## src/sfcr_pkg.sv

```systemverilog
// Constants, field layout and link tables for the strobe forwarding clock router.
// Assumes one bank of nine nibbles with six slices each, configured over a plain port.
package sfcr_pkg;

  // Bank geometry.
  localparam int NIBBLES = 9;
  localparam int SLICES  = 6;
  localparam int ADDR_W  = 4;
  localparam int DATA_W  = 32;
  localparam int CFG_W   = 24;
  localparam int FREQ_W  = 16;

  // Register word addresses: nibble n configuration sits at address n.
  localparam logic [3:0] REG_STATUS = 4'h9;
  localparam logic [3:0] REG_FREQ   = 4'ha;

  // Configuration field positions.
  localparam int F_SRC_LO   = 0;
  localparam int F_DOWN_EN  = 2;
  localparam int F_UP_EN    = 3;
  localparam int F_NSIDE_EN = 4;
  localparam int F_PSIDE_EN = 5;
  localparam int F_INVERT   = 6;
  localparam int F_CONT     = 7;
  localparam int F_RXGATE   = 8;
  localparam int F_TXGATE   = 10;
  localparam int F_QUAD     = 12;
  localparam int F_COARSE   = 18;
  localparam int F_PHASE_P  = 20;
  localparam int F_PHASE_N  = 22;
  localparam int F_REJECT   = 9;

  // Strobe source choices.
  typedef enum logic [1:0] {SRC_LOCAL, SRC_PAIR, SRC_IBYTE, SRC_PLL} sfcr_src_t;

  // Receive gating modes when the strobe is not continuous.
  localparam logic [1:0] GATE_OFF   = 2'h0;
  localparam logic [1:0] GATE_LEVEL = 2'h1;
  localparam logic [1:0] GATE_HOLD  = 2'h2;

  // Depths of the coarse and quarter delay stages, in cycles.
  localparam int COARSE_TAPS = 4;
  localparam int PHASE_TAPS  = 4;

  // Reset values.
  localparam logic [CFG_W-1:0]  CFG_RST  = 24'h000000;
  localparam logic [FREQ_W-1:0] FREQ_RST = 16'h0000;

  // Nibbles allowed to drive the downward and upward inter-byte links.
  localparam logic [NIBBLES-1:0] DOWN_LEGAL = 9'h07c;
  localparam logic [NIBBLES-1:0] UP_LEGAL   = 9'h03c;
  // Receivers fed by an upward link; all others are fed by a downward one.
  localparam logic [NIBBLES-1:0] IB_FROM_UP = 9'h0f0;
  // Only inter-byte source nibble of each receiver.
  localparam int IB_SRC [NIBBLES] = '{2, 3, 4, 5, 2, 3, 4, 5, 6};
  // Nibble without a pair partner.
  localparam int LONE_NIBBLE = 8;

endpackage

```

## src/sfcr_top.sv

```systemverilog
// Strobe forwarding clock router for one bank of nine nibbles.
// Assumes strobe and PLL clock pins are asynchronous to REF_CLK, while the
// gate enables, write enables and transmit data come from logic on REF_CLK.
// Overview of operation
// - pair forwarding only within 0-1,2-3,4-5,6-7.
// - inter-byte links fixed; 0,1,7,8 originate none.
// - inter-byte receiver may pair-forward and re-forward either way.
// - nibble 8 unpaired, fed from 6 downward.
// - free-running mode disables forwarding, uses PLL.
// - forwarding stays inside bank, never fabric.
// - inter-byte tap/inject before coarse and quarter.
// - pair tap after coarse, inject before quarter.
// - source selector: local, pair, inter-byte, PLL.
// - separate downward and upward forwarding enables.
// - independent n-side and p-side partner enables.
// - option inverts slice 0 strobe.
// - continuous and gating settings decide gating.
// - write enable gates transmit, never slice 1.
// - quadrature shift centers transmitted strobe.
// - separate p and n receive phase settings.
// - slices aligned, word alignment not guaranteed.
`timescale 1ns/1ps

module sfcr_top
  import sfcr_pkg::*;
(
  // Clock and reset.
  input  wire logic                       REF_CLK,
  input  wire logic                       RST_B,
  // Register port.
  input  wire logic [ADDR_W-1:0]          ADDR,
  input  wire logic [DATA_W-1:0]          WR_DATA,
  input  wire logic                       WR_STB,
  input  wire logic                       RD_STB,
  output logic      [DATA_W-1:0]          RD_DATA,
  // Receive pins and capture clocks.
  input  wire logic [NIBBLES-1:0]         STROBE_PIN,
  input  wire logic [NIBBLES-1:0]         PLL_CLK_PIN,
  input  wire logic [NIBBLES-1:0]         RX_GATE_EN,
  output logic      [NIBBLES-1:0]         CAPTURE_P,
  output logic      [NIBBLES-1:0]         CAPTURE_N,
  // Transmit path.
  input  wire logic [NIBBLES-1:0]         PHY_WRITE_ENABLE,
  input  wire logic [NIBBLES*SLICES-1:0]  TX_DATA,
  output logic      [NIBBLES*SLICES-1:0]  TX_OUT
);

  // Legality of one nibble's configuration word.
  function automatic logic cfg_legal(input int n, input logic [CFG_W-1:0] c);
    sfcr_src_t src;
    logic      ok;
    src = sfcr_src_t'(c[F_SRC_LO +: 2]);
    ok  = 1'b1;
    if (n == LONE_NIBBLE && (src == SRC_PAIR || c[F_PSIDE_EN] || c[F_NSIDE_EN])) begin
      ok = 1'b0;
    end
    if ((c[F_PSIDE_EN] || c[F_NSIDE_EN]) && src != SRC_PAIR) begin
      ok = 1'b0;
    end
    if ((c[F_DOWN_EN] && !DOWN_LEGAL[n]) || (c[F_UP_EN] && !UP_LEGAL[n])) begin
      ok = 1'b0;
    end
    if ((c[F_DOWN_EN] || c[F_UP_EN]) && (src == SRC_PAIR || src == SRC_PLL)) begin
      ok = 1'b0;
    end
    return ok;
  endfunction

  // Configuration, frequency and status state.
  logic [CFG_W-1:0]   cfg_r   [NIBBLES];
  logic [CFG_W-1:0]   cfg_nxt [NIBBLES];
  logic [FREQ_W-1:0]  freq_r;
  logic [FREQ_W-1:0]  freq_nxt;
  logic               reject_r;
  logic               reject_nxt;
  logic [DATA_W-1:0]  rd_data_r;
  logic [DATA_W-1:0]  rd_data_nxt;

  // Pin synchronisers; only the second stage feeds the datapath.
  logic [NIBBLES-1:0] strobe_s1_r;
  logic [NIBBLES-1:0] strobe_s2_r;
  logic [NIBBLES-1:0] pll_s1_r;
  logic [NIBBLES-1:0] pll_s2_r;

  // Bank-internal forwarding nets, never brought to a port, and the capture nets behind CAPTURE_P and CAPTURE_N.
  wire  [NIBBLES-1:0] fwd_clock_out_down;
  wire  [NIBBLES-1:0] fwd_clock_out_up;
  wire  [NIBBLES-1:0] pair_pside_out;
  wire  [NIBBLES-1:0] pair_nside_out;
  wire  [NIBBLES-1:0] capture_p;
  wire  [NIBBLES-1:0] capture_n;

  // Register writes and reads. A bad route is dropped whole, so the datapath
  // never sees a half-legal setting.
  always_comb begin
    logic hit;
    hit         = 1'b0;
    freq_nxt    = freq_r;
    reject_nxt  = reject_r;
    rd_data_nxt = '0;
    for (int n = 0; n < NIBBLES; n++) begin
      cfg_nxt[n] = cfg_r[n];
      if (WR_STB && ADDR == ADDR_W'(n)) begin
        if (cfg_legal(n, WR_DATA[CFG_W-1:0])) begin
          cfg_nxt[n] = WR_DATA[CFG_W-1:0];
        end else begin
          hit = 1'b1;
        end
      end
      if (RD_STB && ADDR == ADDR_W'(n)) begin
        rd_data_nxt = DATA_W'(cfg_r[n]);
      end
    end
    if (WR_STB && ADDR == REG_STATUS && WR_DATA[F_REJECT]) begin
      reject_nxt = 1'b0;
    end
    if (hit) begin
      reject_nxt = 1'b1; // Set wins over a clear in the same cycle.
    end
    if (WR_STB && ADDR == REG_FREQ) begin
      freq_nxt = WR_DATA[FREQ_W-1:0];
    end
    if (RD_STB && ADDR == REG_FREQ) begin
      rd_data_nxt = DATA_W'(freq_r);
    end
    if (RD_STB && ADDR == REG_STATUS) begin
      rd_data_nxt = DATA_W'({reject_r, capture_p});
    end
  end

  // Register state and pin synchronisers.
  always_ff @(posedge REF_CLK or negedge RST_B) begin
    if (!RST_B) begin
      for (int n = 0; n < NIBBLES; n++) begin
        cfg_r[n] <= CFG_RST;
      end
      freq_r      <= FREQ_RST;
      reject_r    <= 1'b0;
      rd_data_r   <= '0;
      strobe_s1_r <= '0;
      strobe_s2_r <= '0;
      pll_s1_r    <= '0;
      pll_s2_r    <= '0;
    end else begin
      for (int n = 0; n < NIBBLES; n++) begin
        cfg_r[n] <= cfg_nxt[n];
      end
      freq_r      <= freq_nxt;
      reject_r    <= reject_nxt;
      rd_data_r   <= rd_data_nxt;
      strobe_s1_r <= STROBE_PIN;
      strobe_s2_r <= strobe_s1_r;
      pll_s1_r    <= PLL_CLK_PIN;
      pll_s2_r    <= pll_s1_r;
    end
  end

  // Per-nibble strobe path and transmit path.
  for (genvar n = 0; n < NIBBLES; n++) begin : g_nib
    localparam int PARTNER = (n == LONE_NIBBLE) ? n : (n ^ 1);
    localparam int IBS     = IB_SRC[n];

    sfcr_src_t                src;
    logic                     fwd_clock_in;
    logic                     pre;
    logic                     p_in;
    logic                     n_in;
    logic                     p_q;
    logic                     n_q;
    logic                     gate_open;
    logic [COARSE_TAPS-1:0]   coarse_r;
    logic [COARSE_TAPS-1:0]   coarse_nxt;
    logic [PHASE_TAPS-1:0]    p_hist_r;
    logic [PHASE_TAPS-1:0]    p_hist_nxt;
    logic [PHASE_TAPS-1:0]    n_hist_r;
    logic [PHASE_TAPS-1:0]    n_hist_nxt;
    logic                     down_r;
    logic                     down_nxt;
    logic                     up_r;
    logic                     up_nxt;
    logic                     cap_p_r;
    logic                     cap_p_nxt;
    logic                     cap_n_r;
    logic                     cap_n_nxt;
    logic [SLICES-1:0]        tx_dly_r;
    logic [SLICES-1:0]        tx_out_r;
    logic [SLICES-1:0]        tx_out_nxt;

    // Forwarded strobe arrives from the one fixed source of this receiver.
    assign fwd_clock_in = IB_FROM_UP[n] ? fwd_clock_out_up[IBS] : fwd_clock_out_down[IBS];
    assign src = sfcr_src_t'(cfg_r[n][F_SRC_LO +: 2]);

    // Receive strobe: selection, coarse stage, partner injection, phase, gating.
    // Each inter-byte hop is registered, which breaks the loop two nibbles
    // could form by feeding each other, at the cost of one cycle per hop.
    always_comb begin
      unique case (src)
        SRC_LOCAL: pre = strobe_s2_r[n] ^ cfg_r[n][F_INVERT];
        SRC_IBYTE: pre = fwd_clock_in;
        default:   pre = 1'b0;
      endcase
      coarse_nxt = {coarse_r[COARSE_TAPS-2:0], pre};
      down_nxt   = pre && cfg_r[n][F_DOWN_EN];
      up_nxt     = pre && cfg_r[n][F_UP_EN];
      p_in       = coarse_r[cfg_r[n][F_COARSE +: 2]];
      n_in       = !p_in;
      if (src == SRC_PAIR) begin
        p_in = cfg_r[n][F_PSIDE_EN] && pair_pside_out[PARTNER];
        n_in = cfg_r[n][F_NSIDE_EN] && pair_nside_out[PARTNER];
      end else if (src == SRC_PLL) begin
        p_in = pll_s2_r[n];
        n_in = !pll_s2_r[n];
      end
      p_hist_nxt = {p_hist_r[PHASE_TAPS-2:0], p_in};
      n_hist_nxt = {n_hist_r[PHASE_TAPS-2:0], n_in};
      p_q        = p_hist_r[cfg_r[n][F_PHASE_P +: 2]];
      n_q        = n_hist_r[cfg_r[n][F_PHASE_N +: 2]];
      gate_open  = 1'b1;
      if (!cfg_r[n][F_CONT] && cfg_r[n][F_RXGATE +: 2] != GATE_OFF) begin
        gate_open = RX_GATE_EN[n];
      end
      cap_p_nxt = 1'b0;
      cap_n_nxt = 1'b0;
      if (gate_open) begin
        cap_p_nxt = p_q;
        cap_n_nxt = n_q;
      end else if (cfg_r[n][F_RXGATE +: 2] == GATE_HOLD) begin
        cap_p_nxt = cap_p_r;
        cap_n_nxt = cap_n_r;
      end
    end

    // Transmit slices: strobe slices get the quadrature shift, and write
    // enable gating spares slice 1 whatever the setting.
    always_comb begin
      logic tx_v;
      logic is_strobe;
      tx_v       = 1'b0;
      is_strobe  = 1'b0;
      tx_out_nxt = '0;
      for (int s = 0; s < SLICES; s++) begin
        is_strobe = cfg_r[n][F_QUAD + s];
        tx_v      = is_strobe ? tx_dly_r[s] : TX_DATA[n*SLICES + s];
        if (s != 1 && !PHY_WRITE_ENABLE[n] &&
            cfg_r[n][F_TXGATE + (is_strobe ? 1 : 0)]) begin
          tx_v = 1'b0;
        end
        tx_out_nxt[s] = tx_v;
      end
    end

    // Per-nibble state.
    always_ff @(posedge REF_CLK or negedge RST_B) begin
      if (!RST_B) begin
        coarse_r <= '0;
        p_hist_r <= '0;
        n_hist_r <= '0;
        down_r   <= 1'b0;
        up_r     <= 1'b0;
        cap_p_r  <= 1'b0;
        cap_n_r  <= 1'b0;
        tx_dly_r <= '0;
        tx_out_r <= '0;
      end else begin
        coarse_r <= coarse_nxt;
        p_hist_r <= p_hist_nxt;
        n_hist_r <= n_hist_nxt;
        down_r   <= down_nxt;
        up_r     <= up_nxt;
        cap_p_r  <= cap_p_nxt;
        cap_n_r  <= cap_n_nxt;
        tx_dly_r <= TX_DATA[n*SLICES +: SLICES];
        tx_out_r <= tx_out_nxt;
      end
    end

    // Pair outputs tap after the coarse stage; links stay inside the bank.
    assign pair_pside_out[n]     = coarse_r[cfg_r[n][F_COARSE +: 2]];
    assign pair_nside_out[n]     = !coarse_r[cfg_r[n][F_COARSE +: 2]];
    assign fwd_clock_out_down[n] = down_r;
    assign fwd_clock_out_up[n]   = up_r;
    assign capture_p[n]          = cap_p_r;
    assign capture_n[n]          = cap_n_r;
    assign TX_OUT[n*SLICES +: SLICES] = tx_out_r;
  end

  // Outputs straight from flip-flops. Slices stay phase-aligned, but the
  // word boundary seen downstream is not fixed by this block.
  assign RD_DATA   = rd_data_r;
  assign CAPTURE_P = capture_p;
  assign CAPTURE_N = capture_n;

endmodule

```

## config.mk

```make
export PLATFORM = sky130hd
export DESIGN_NAME = sfcr_top
export DESIGN_NICKNAME = d
export VERILOG_FILES = /design/src/sfcr_pkg.sv /design/src/sfcr_top.sv
export SDC_FILE = /design/constraint.sdc
export NUM_CORES = 1
export LEC_CHECK = 0
export BUFFER_PORTS_ARGS = -buffer_cell sky130_fd_sc_hd__buf_2
export CORE_ASPECT_RATIO = 0.6
export CORE_MARGIN = 1.5
export CORE_UTILIZATION = 50
export CTS_CLUSTER_DIAMETER = 120
export DETAILED_ROUTE_END_ITERATION = 10
export GPL_ROUTABILITY_DRIVEN = 0
export PLACE_DENSITY = 0.7
export SYNTH_ARGS = -nofsm -noshare
export SYNTH_HDL_FRONTEND = slang
export SYNTH_SLANG_ARGS = --single-unit
export TNS_END_PERCENT = 5
```

## constraint.sdc

```tcl
create_clock -name REF_CLK -period 1.7 [get_ports REF_CLK]
set_input_delay 0.255 -clock REF_CLK [delete_from_list [all_inputs] [get_ports REF_CLK]]
set_output_delay 0.255 -clock REF_CLK [all_outputs]
set_load 0.02 [all_outputs]
```

# == After elaboration in Yosys (flattened, before gate mapping) ==
# Cells that the tools add are included.
# totals
word_cells,912
output_inout_bits,104
ff_bits,544
in_bits,130
# op_classes
n_addsub,45
magnitude_cmp,72
n_reduce_logical,176
bitwise_logic,9
n_eq_ne,58
muxes,464
# op_table
operator,n
1-bit 2-to-1 mux,372
"5-bit by 6-bit < comparator with 1-bit output, second input constant",45
"4-bit by 1-bit adder with 5-bit output, first input constant",45
1-bit binary-select mux with 5-bit select,45
32-bit 2-to-1 mux,5
24-bit 2-to-1 mux,6
1-bit logical AND,106
"2-bit by 3-bit < comparator with 1-bit output, second input constant",27
"2-bit equality test, second input constant",28
1-bit binary-select mux with 2-bit select,27
1-bit zero test,36
"2-bit by 1-bit equality test with 1-bit output, second input constant",10
2-bit nonzero test,10
2-bit zero test,9
"2-bit inequality test, second input constant",9
1-bit one-hot mux with 2 select lines,9
2-bit AND reduction,9
"4-bit by 3-bit equality test with 1-bit output, second input constant",4
"4-bit equality test, second input constant",3
1-bit bitwise XOR,9
"4-bit by 2-bit equality test with 1-bit output, second input constant",2
1-bit logical OR,5
"4-bit by 1-bit equality test with 1-bit output, second input constant",1
4-bit zero test,1
"2-bit by 1-bit inequality test with 1-bit output, second input constant",1

# == Depth between registers and ports, before layout ==
# Gate-level depths: netlist (run 1).
# depth
ltp_word,25
ltp_mapped,8
mapped_depth_nobuf,5

# == Least setup slack after synthesis (run 1) ==
# No wires, ideal clock.
# synth_timing
kind,input port to flip-flop
start,input WR_DATA[4]
end,register cfg_r[10] (netlist name)
required_time_ns,1.575
setup_ns,0.125
arrival_ns,1.944
path_slack_ns,-0.369
n_path_buf,3
path_stages,7
path_cell_list,buf_4 or2_4 or3b_1 or3_1 buf_6 buf_12 mux2_4
# synth_via
elab_chain_len,7
elab_cells_between_ends,9
cone_classes,mux: 5; reduce/logical: 4
# synth_lines
element,line_no,rtl
"start, declared",sfcr_top.sv:32,"input wire logic [DATA_W-1:0] WR_DATA,"
"1-bit logical OR, on equally long branches","sfcr_top.sv:54, sfcr_top.sv:57",
1-bit 2-to-1 mux or 1-bit logical AND (tied branches),"sfcr_top.sv:54, sfcr_top.sv:57",
1-bit 2-to-1 mux (*),sfcr_top.sv:57,if ((c[F_PSIDE_EN] || c[F_NSIDE_EN]) && src != SRC_PAIR) begin
1-bit 2-to-1 mux (*),sfcr_top.sv:60,if ((c[F_DOWN_EN] && !DOWN_LEGAL[n]) || (c[F_UP_EN] && !UP_LEGAL[n])) begin
1-bit 2-to-1 mux (*),sfcr_top.sv:63,if ((c[F_DOWN_EN] || c[F_UP_EN]) && (src == SRC_PAIR || src == SRC_PLL)) begin
1-bit 2-to-1 mux (*),sfcr_top.sv:103,if (WR_STB && ADDR == ADDR_W'(n)) begin
2-bit AND reduction (no line) (*),--,
"end signal, assigned by index",sfcr_top.sv:146,cfg_r[n] <= cfg_nxt[n];
"end, declared",sfcr_top.sv:70,logic [CFG_W-1:0] cfg_r [NIBBLES];
# Every way passes the cells marked *; elsewhere a longest branch is shown, timed or not. The select of a mux whose other input is x is not followed.
# A chain may end at the register's enable or synchronous reset.

# == Worst setup path in the final report (run 1) ==
# layout_timing
start,register cfg_r[102] (netlist name)
end,register rd_data_r[6] (netlist: RD_DATA[6])
# layout_via
elab_chain_len,7
# layout_lines
element,line_no,rtl
24-bit 2-to-1 mux (2 in a row),sfcr_top.sv:110,if (RD_STB && ADDR == ADDR_W'(n)) begin
32-bit 2-to-1 mux (3 in a row),sfcr_top.sv:110,
32-bit 2-to-1 mux,sfcr_top.sv:123,if (RD_STB && ADDR == REG_FREQ) begin
32-bit 2-to-1 mux,sfcr_top.sv:126,if (RD_STB && ADDR == REG_STATUS) begin
named net rd_data_nxt[6],sfcr_top.sv:77,logic [DATA_W-1:0] rd_data_nxt;
"end signal, assigned",sfcr_top.sv:150,rd_data_r <= rd_data_nxt;
"end, declared",sfcr_top.sv:76,logic [DATA_W-1:0] rd_data_r;
# The timed path passes the listed nets, and every way through them passes these cells.

==> results of run 1 <==
## stage by stage
stage	hold slack [ns]	worst slack, ns	utilization (%)
floorplan	-0.0406	-0.273	-
global placement	0.122	-0.431	58.1
detailed placement	0.123	-0.441	58.1
CTS	0.0459	0.0422	63.8
global route	0.0645	-0.0273	63.8
finish	0.0629	0.0641	63.8
## registers in the layout, summed over array words and instances (netlist names)
register,flops
RD_DATA,24
cfg_r,216
freq_r,16
g_nib.cap_n_r,9
g_nib.cap_p_r,9
g_nib.coarse_r,36
g_nib.down_r,1
g_nib.fwd_clock_in,4
g_nib.n_hist_r,36
g_nib.p_hist_r,36
g_nib.tx_dly_r,54
g_nib.tx_out_r,54
g_nib.up_r,4
pll_s1_r,9
pll_s2_r,9
reject_r,1
strobe_s1_r,9
strobe_s2_r,9
## final timing paths
path,endpoint,cells after the start,slack (ns),start
worst max-delay path,RD_DATA[6],6,0.06,cfg_r[102]
worst min-delay path,g_nib[3].tx_out_r[4],3,0.06,PHY_WRITE_ENABLE[3]
worst max register to register,RD_DATA[6],6,0.06,cfg_r[102]
worst min register to register,pll_s2_r[5],0,0.34,pll_s1_r[5]
max in group asynchronous,g_nib[1].tx_dly_r[4],4,0.76,RST_B
min in group asynchronous,g_nib[7].tx_out_r[2],2,0.15,RST_B
## critical path, delay by kind of cell, from the launching register on
family	cells	cell delay, ns
compound gates	4	0.84
buf+inv	1	0.18
flops	1	0.38
simple gates	1	0.13
## cells in the mapped netlist (25+ instances only)
| master | instances | area (um2) |
|---|---|---|
| nand2_1 | 134 | 503 |
| nor2b_1 | 54 | 338 |
| buf_4 | 27 | 203 |
| a22oi_1 | 29 | 218 |
| nor2_1 | 55 | 206 |
| o21ai_0 | 93 | 465 |
| a31oi_1 | 36 | 225 |
| clkbuf_1 | 51 | 191 |
| o22ai_1 | 69 | 432 |
| a21oi_1 | 48 | 240 |
| mux4_2 | 40 | 901 |
| dfrtp_1 | 536 | 13400 |
| mux2_2 | 229 | 2580 |
| mux2i_1 | 25 | 250 |
## cell usage in the layout, fill, tap and decap left out, types with 13 or more instances in the layout
cell             n
dfrtp_1        536
mux2_2         229
buf_2          215
buf_4          157
nand2_1        134
o21ai_0         93
dlygate4sd3_1   82
o22ai_1         68
nor2_1          55
nor2b_1         54
clkbuf_16       51
a21oi_1         48
mux4_2          40
a31oi_1         36
a22oi_1         29
mux2i_1         25
buf_12          24
and2_1          23
nand2b_1        18
mux2_4          16
clkbuf_1        13
## repair_timing
action                                 4_1_cts  5_1_grt
hold buffers                                82        0
resized for setup                            1        2
setup endpoints to repair                    1        3
endpoints found under the hold margin      412        0
## final cells by class
class / count / area share [%]
sequential: 536 / 49.8
multi-input combinational: 967 / 28.3
timing repair buffer: 479 / 13.3
clock buffer: 74 / 5.43
tap: 570 / 2.65
clock inverter: 11 / 0.428
inverter: 7 / 0.0976
antenna: 1 / 0.00930
## routing by layer
layer | global-route usage, % | up-vias | routed length, um | part of all wire [%]
met5 | 0 | - | 13 | 0.021
met2 | 41.5 | 673 | 26600 | 42
met4 | 6.35 | 2 | 1130 | 1.8
met1 | 44.5 | 7892 | 28900 | 46
met3 | 7.84 | 97 | 6430 | 10
li1 | - | 6642 | - | -
## logic make-up (layout without fill, tap and decap cells)
| family | Yosys count | after routing |
|---|---|---|
| compound gates | 318 | 318 |
| xor+xnor | 9 | 9 |
| buf+inv | 115 | 571 |
| flops | 536 | 536 |
| mux | 310 | 310 |
| other cells | 1 | 9 |
| simple gates | 322 | 322 |
## report_power, final
part           total, mW  switching, mW  internal [mW]
clock network       11.0           4.76           6.22
registers           16.2           1.52           14.7
logic               5.27           2.78           2.49
total               32.5           9.07           23.4
==> impl_results.md, run 1 <==
- Status: complete, no violations
- Wire length per cell: 23.8 um
- Placed Cells: roughly 2500
- Remaining DRCs: 0
- DR iter-0 viols: about 1700
- PortBufs: between 200 and 250
- RSZ-0062 raised after global routing: true
- Synth Area in Compound Gates: a little under a tenth
- Die width: 271 um
- Register area share after synthesis: 62.2%
- Layout area overhead: 24.9%
- Tmin final: ~1.6 ns
- Post-DRT Antenna Nets: 0
- Pwr Total: 32.5 mW
- Vias in the first global route: roughly 16000
- FILL cells: roughly 3200
- Root Driver: clkbuf_16
- Die Height: approximately 160 um
- Non-Filler Instances: 2645
- Max Root-Sink Buffers: 3
- Async set or reset register ratio after synthesis: between 90% and 100%
- Slew HR: 59.3%
- Crit path kind: reg2reg
- Critical Path Start Type: flop
- Hold WC Path Type: in2reg
- Setup tns final: 0 ns
- Max Slew Vio Count: 0
- Post-CTS Setup Bufs: 0
- Cells after synthesis: roughly 1600
- Slowest CP cell: a2111oi_0
- Synthesized-area fraction occupied by adder cells: 0%
- Netlist Area Pre-Place: between 20000 and 25000 um2
- Global-route wire length before repair: roughly 97 mm
- Pwr dens: ~1200 nW/um2
- Global route overflow: 0
- Initial antenna violation count: 5
- Detailed placer's ending HPWL: approximately 46 mm
- Synth Area in Simple Gates: under 10%
- Layout cell share with drive strength beyond 1: between 30% and 40%
- Fin. Hold Viols: 0
- EDFF count, synth: 0
- Setup crit end kind: flop
- Core Area: ~42000 um2
- CP Cell Sequence: nor2b_1, a2111oi_0, a211oi_1, o21ai_0, buf_4, a22oi_1
- Multi-input gate area: 7610 um2
- Max Clock Skew: roughly 0.015 ns
- Number of max-cap violations: 0
- CTS tree: yes
- Main synth FF type: dfrtp_1
- Die ar.: 44400 um2
- FP Rows: 58
- H-tree Lvls: 2
- Vias post-DR: between 15000 and 20000
- Maximum vdd drop: 0.000789 V
- Worst slew pin tran: about 0.60 ns
- Placed Area: 24500 um2
- # setup viols final: 0
- Boundary pin count: 234
- Worst path arrival time: about 2.1 ns
- #FFs+latches synth: between 500 and 600
- Leak Pwr: between 10 and 15 nW
- Clock buffer count from CTS: approximately 50
- Mean Syn Cell Area: roughly 13 um2
- Global-route usage over all layers: 29.1%
- Nets: about 2200
- Synth unique cells: 56
- Largest net degree at the start of global routing: 94
- Crit path max fanout: 2
- Clk sinks: between 500 and 600
- Clock latency on the worst-skew pair: about 0.57 ns
- Tcrit/Tclk final: between 90 and 100%
- Clk slew on worst S/H paths: about 0.06 ns
- Post-synthesis xor/xnor area fraction: less than 1%
- Vias/cell: 5.79
- Proportion of synthesized area in mux cells: a little under a fifth
- Highest Clock Rate: 611 MHz
- Synth warnings: 0
- Initial Util: between 50% and 60%
- Routed WL: 63.0 mm
- Max stage delay on crit path: between 0.4 and 0.5 ns
- Final Cell Area: between 20000 and 30000 um2
- 1st-pass router iterations: 6
- Req. time, crit path: about 2.2 ns
- Storage element area: around 13000 um2
- Largest family of logic cells by synthesized area: multiplexers
Power figures use the tool's default switching activity.
==> inputs of run 2 (changes only) <==
- ABC_CLOCK_PERIOD_IN_PS: not set -> 1700
- CORE_ASPECT_RATIO: 0.6 -> 1.1
==> impl_results.md, run 2 (synthesis gave the netlist of run 1 again) <==
- Status: complete, no violations
- Worst path arrival time: 1.38 ns (-0.71 ns)
- Clock buffer count from CTS: 54 (+10%)
- # setup viols final: 0 (unchanged)
- Global-route wire length before repair: 92.9 mm (-3.9%)
- Max reg flops: 216 (unchanged)
- Register-to-register path setup slack: 0.11 ns (+0.05 ns)
- Setup crit end kind: output pin
- Root Driver: clkbuf_16
- Hold_ws: 0.0461 ns (-0.0168 ns)
- Commonest cells after routing, fill and taps aside: dfrtp_1 (536), mux2_2 (229), buf_2 (215)
- CP Buf/Inv Count: 1 (unchanged)
- Initial Util: 50.8% (-0.29 points)
- Met1 GRT Util: 35.3% (-9.3 points)
- CP Cell Sequence: buf_2
- CP Launch Point: g_nib[3].cap_p_r
- GRT busiest layer: met2
- DR iter-0 viols: 965 (-43%)
- Max Root-Sink Buffers: 3 (unchanged)
- Max stage delay on crit path: 0.53 ns (+0.04 ns)
- Worst slew pin tran: 0.533 ns (-0.0629 ns)
- Worst R2R End: RD_DATA[8]
- Tcrit/Tclk final: 95.9% (-0.29 points)
- FILL cells: 3152 (-1.4%)
- Worst Hold Endpoint: g_nib[1].tx_out_r[0]
- 1st-pass router iterations: 5 (-1)
- Clk sinks: 536 (unchanged)
- CTS tree: yes
- Met3 Use GR: 5.48% (-2.4 points)
- Max Clock Skew: 0.0207 ns (+0.00583 ns)
- Global-route usage over all layers: 27.9% (-1.2 points)
- Hold WC Path Type: in2reg
- Reg2Reg Depth: 3 (-3)
- Wire length per cell: 23.1 um (-3.2%)
- Critical Path Start Type: flop
- Routed WL: 60.3 mm (-4.4%)
- Antenna diodes: 0 (-1)
- Max Slew Vio Count: 0 (unchanged)
- Delay-heaviest family, CP: flip-flops
- Nets: 2134 (-1.7%)
- Req. time, crit path: 1.44 ns (-0.71 ns)
- Post-DRT Antenna Nets: 0 (unchanged)
- Met2 Use GR: 46.0% (+4.6 points)
- Layout cell share with drive strength beyond 1: 36.0% (-0.82 points)
- Initial antenna violation count: 2 (-3)
- Highest Clock Rate: 613 MHz (+0.30%)
- Post-Route Utilization: 63.4% (-0.46 points)
- Clock latency on the worst-skew pair: 0.61 ns (+0.04 ns)
- Clk slew on worst S/H paths: 0.06 ns (about the same)
- Maximum vdd drop: 0.000718 V (-9.0%)
- Hold depth: 3 (unchanged)
- Hold Path Origin: PHY_WRITE_ENABLE[1]
- Fin. Hold Viols: 0 (unchanged)
- Vias in the first global route: 15800 (+0.72%)
- Vias post-DR: 14900 (-2.5%)
- Boundary pin count: 234 (unchanged)
- Die Height: 221 um (+35%)
- FP Rows: 79 (+36%)
- Vias/cell: 5.71 (-1.3%)
- Slew HR: 64.4% (+5.1 points)
- PortBufs: 217 (unchanged)
- Most flops, register: cfg_r
- H-tree Lvls: 2 (unchanged)
- Die ar.: 44400 um2 (about the same)
- Pwr dens: 1250 nW/um2 (+3.2%)
- Layout area overhead: 24.7%
- Detailed placer's ending HPWL: 43.3 mm (-5.2%)
- Worst R2R Start: cfg_r[128]
- Leading cell type in the layout, fill and taps excluded: dfrtp_1
- Global route overflow: 0 (unchanged)
- Crit path kind: reg2out
- Number of max-cap violations: 0 (unchanged)
- Leak Pwr: 12.6 nW (-0.70%)
- Crit path max fanout: 3 (+1)
- Biggest regs: cfg_r (216), g_nib.tx_dly_r (54), g_nib.tx_out_r (54)
- Slowest CP cell: dfrtp_1
- RSZ-0062 raised after global routing: false
- Remaining DRCs: 0 (unchanged)
- Pwr Total: 33.5 mW (+3.1%)
- Largest net degree at the start of global routing: 87 (-7.4%)
- Die width: 201 um (-26%)
- Tmin final: 1.63 ns (-0.00488 ns)
- Core Area: 42400 um2 (+0.57%)
==> run 2: cell count changes in the layout (fill, tap and decap cells not counted), sizes merged <==
cell,previous run,this run
buf,397,356
clkbuf,74,80
clkinv,7,10
clkinvlp,1,4
bufinv,2,4
diode,1,0
inv,8,7
==> run 2: what timing repair did <==
| item | CTS | global route |
|---|---|---|
| hold endpoints to repair | 511 | 0 |
| buffers inserted | 0 | 0 |
| resized for setup | 1 | 2 |
| setup endpoints to repair | 1 | 2 |
| hold buffers | 82 | 0 |
| pin swaps | 0 | 0 |
==> run 2: per-stage QoR <==
stage / setup WS, ns / instance area [um2] / setup TNS (ns) / std cells
2_1_floorplan: -0.273 / 21600 / -32.51 / 1618
3_3_place_gp: -0.403 / 24200 / -50.28 / 2433
3_5_place_dp: -0.454 / 24200 / -56.13 / 2433
4_1_cts: 0.0285 / 26900 / 0 / 2613
5_1_grt: 0.00592 / 26900 / 0 / 2613
6_report: 0.0690 / 26900 / 0 / 2613
==> run 2: worst max path at each step <==
stage,to,cells after the start
finish,CAPTURE_P[3],1
global route,g_nib[3].n_hist_r[0],4
CTS,CAPTURE_P[2],1
detailed placement,RD_DATA[6],8
global placement,cfg_r[13],6
floorplan,cfg_r[10],7
==> run 2: where the power goes <==
part | switching [mW] | leakage [nW] | internal (mW)
clock | 4.97 | 0.901 | 7.25
combinational | 2.61 | 4.96 | 2.39
sequential | 1.55 | 6.74 | 14.7
total | 9.14 | 12.6 | 24.3
==> run 2: metal layers <==
layer / vias to the layer above / share of wire [%]
met2: 605 / 48
met5: - / 0.037
li1: 6567 / -
met1: 7582 / 40
met3: 173 / 6.2
met4: 4 / 5.5
==> run 2: cell type report <==
cell class	instances	area [um2]	share of cell area [%]
Sequential cell	536	13400	49.9
Multi-Input combinational cell	967	7600	28.3
Timing Repair Buffer	438	3280	12.2
Clock buffer	80	1630	6.08
Tap cell	567	709	2.64
Clock inverter	18	215	0.801
Inverter	7	26.3	0.0978
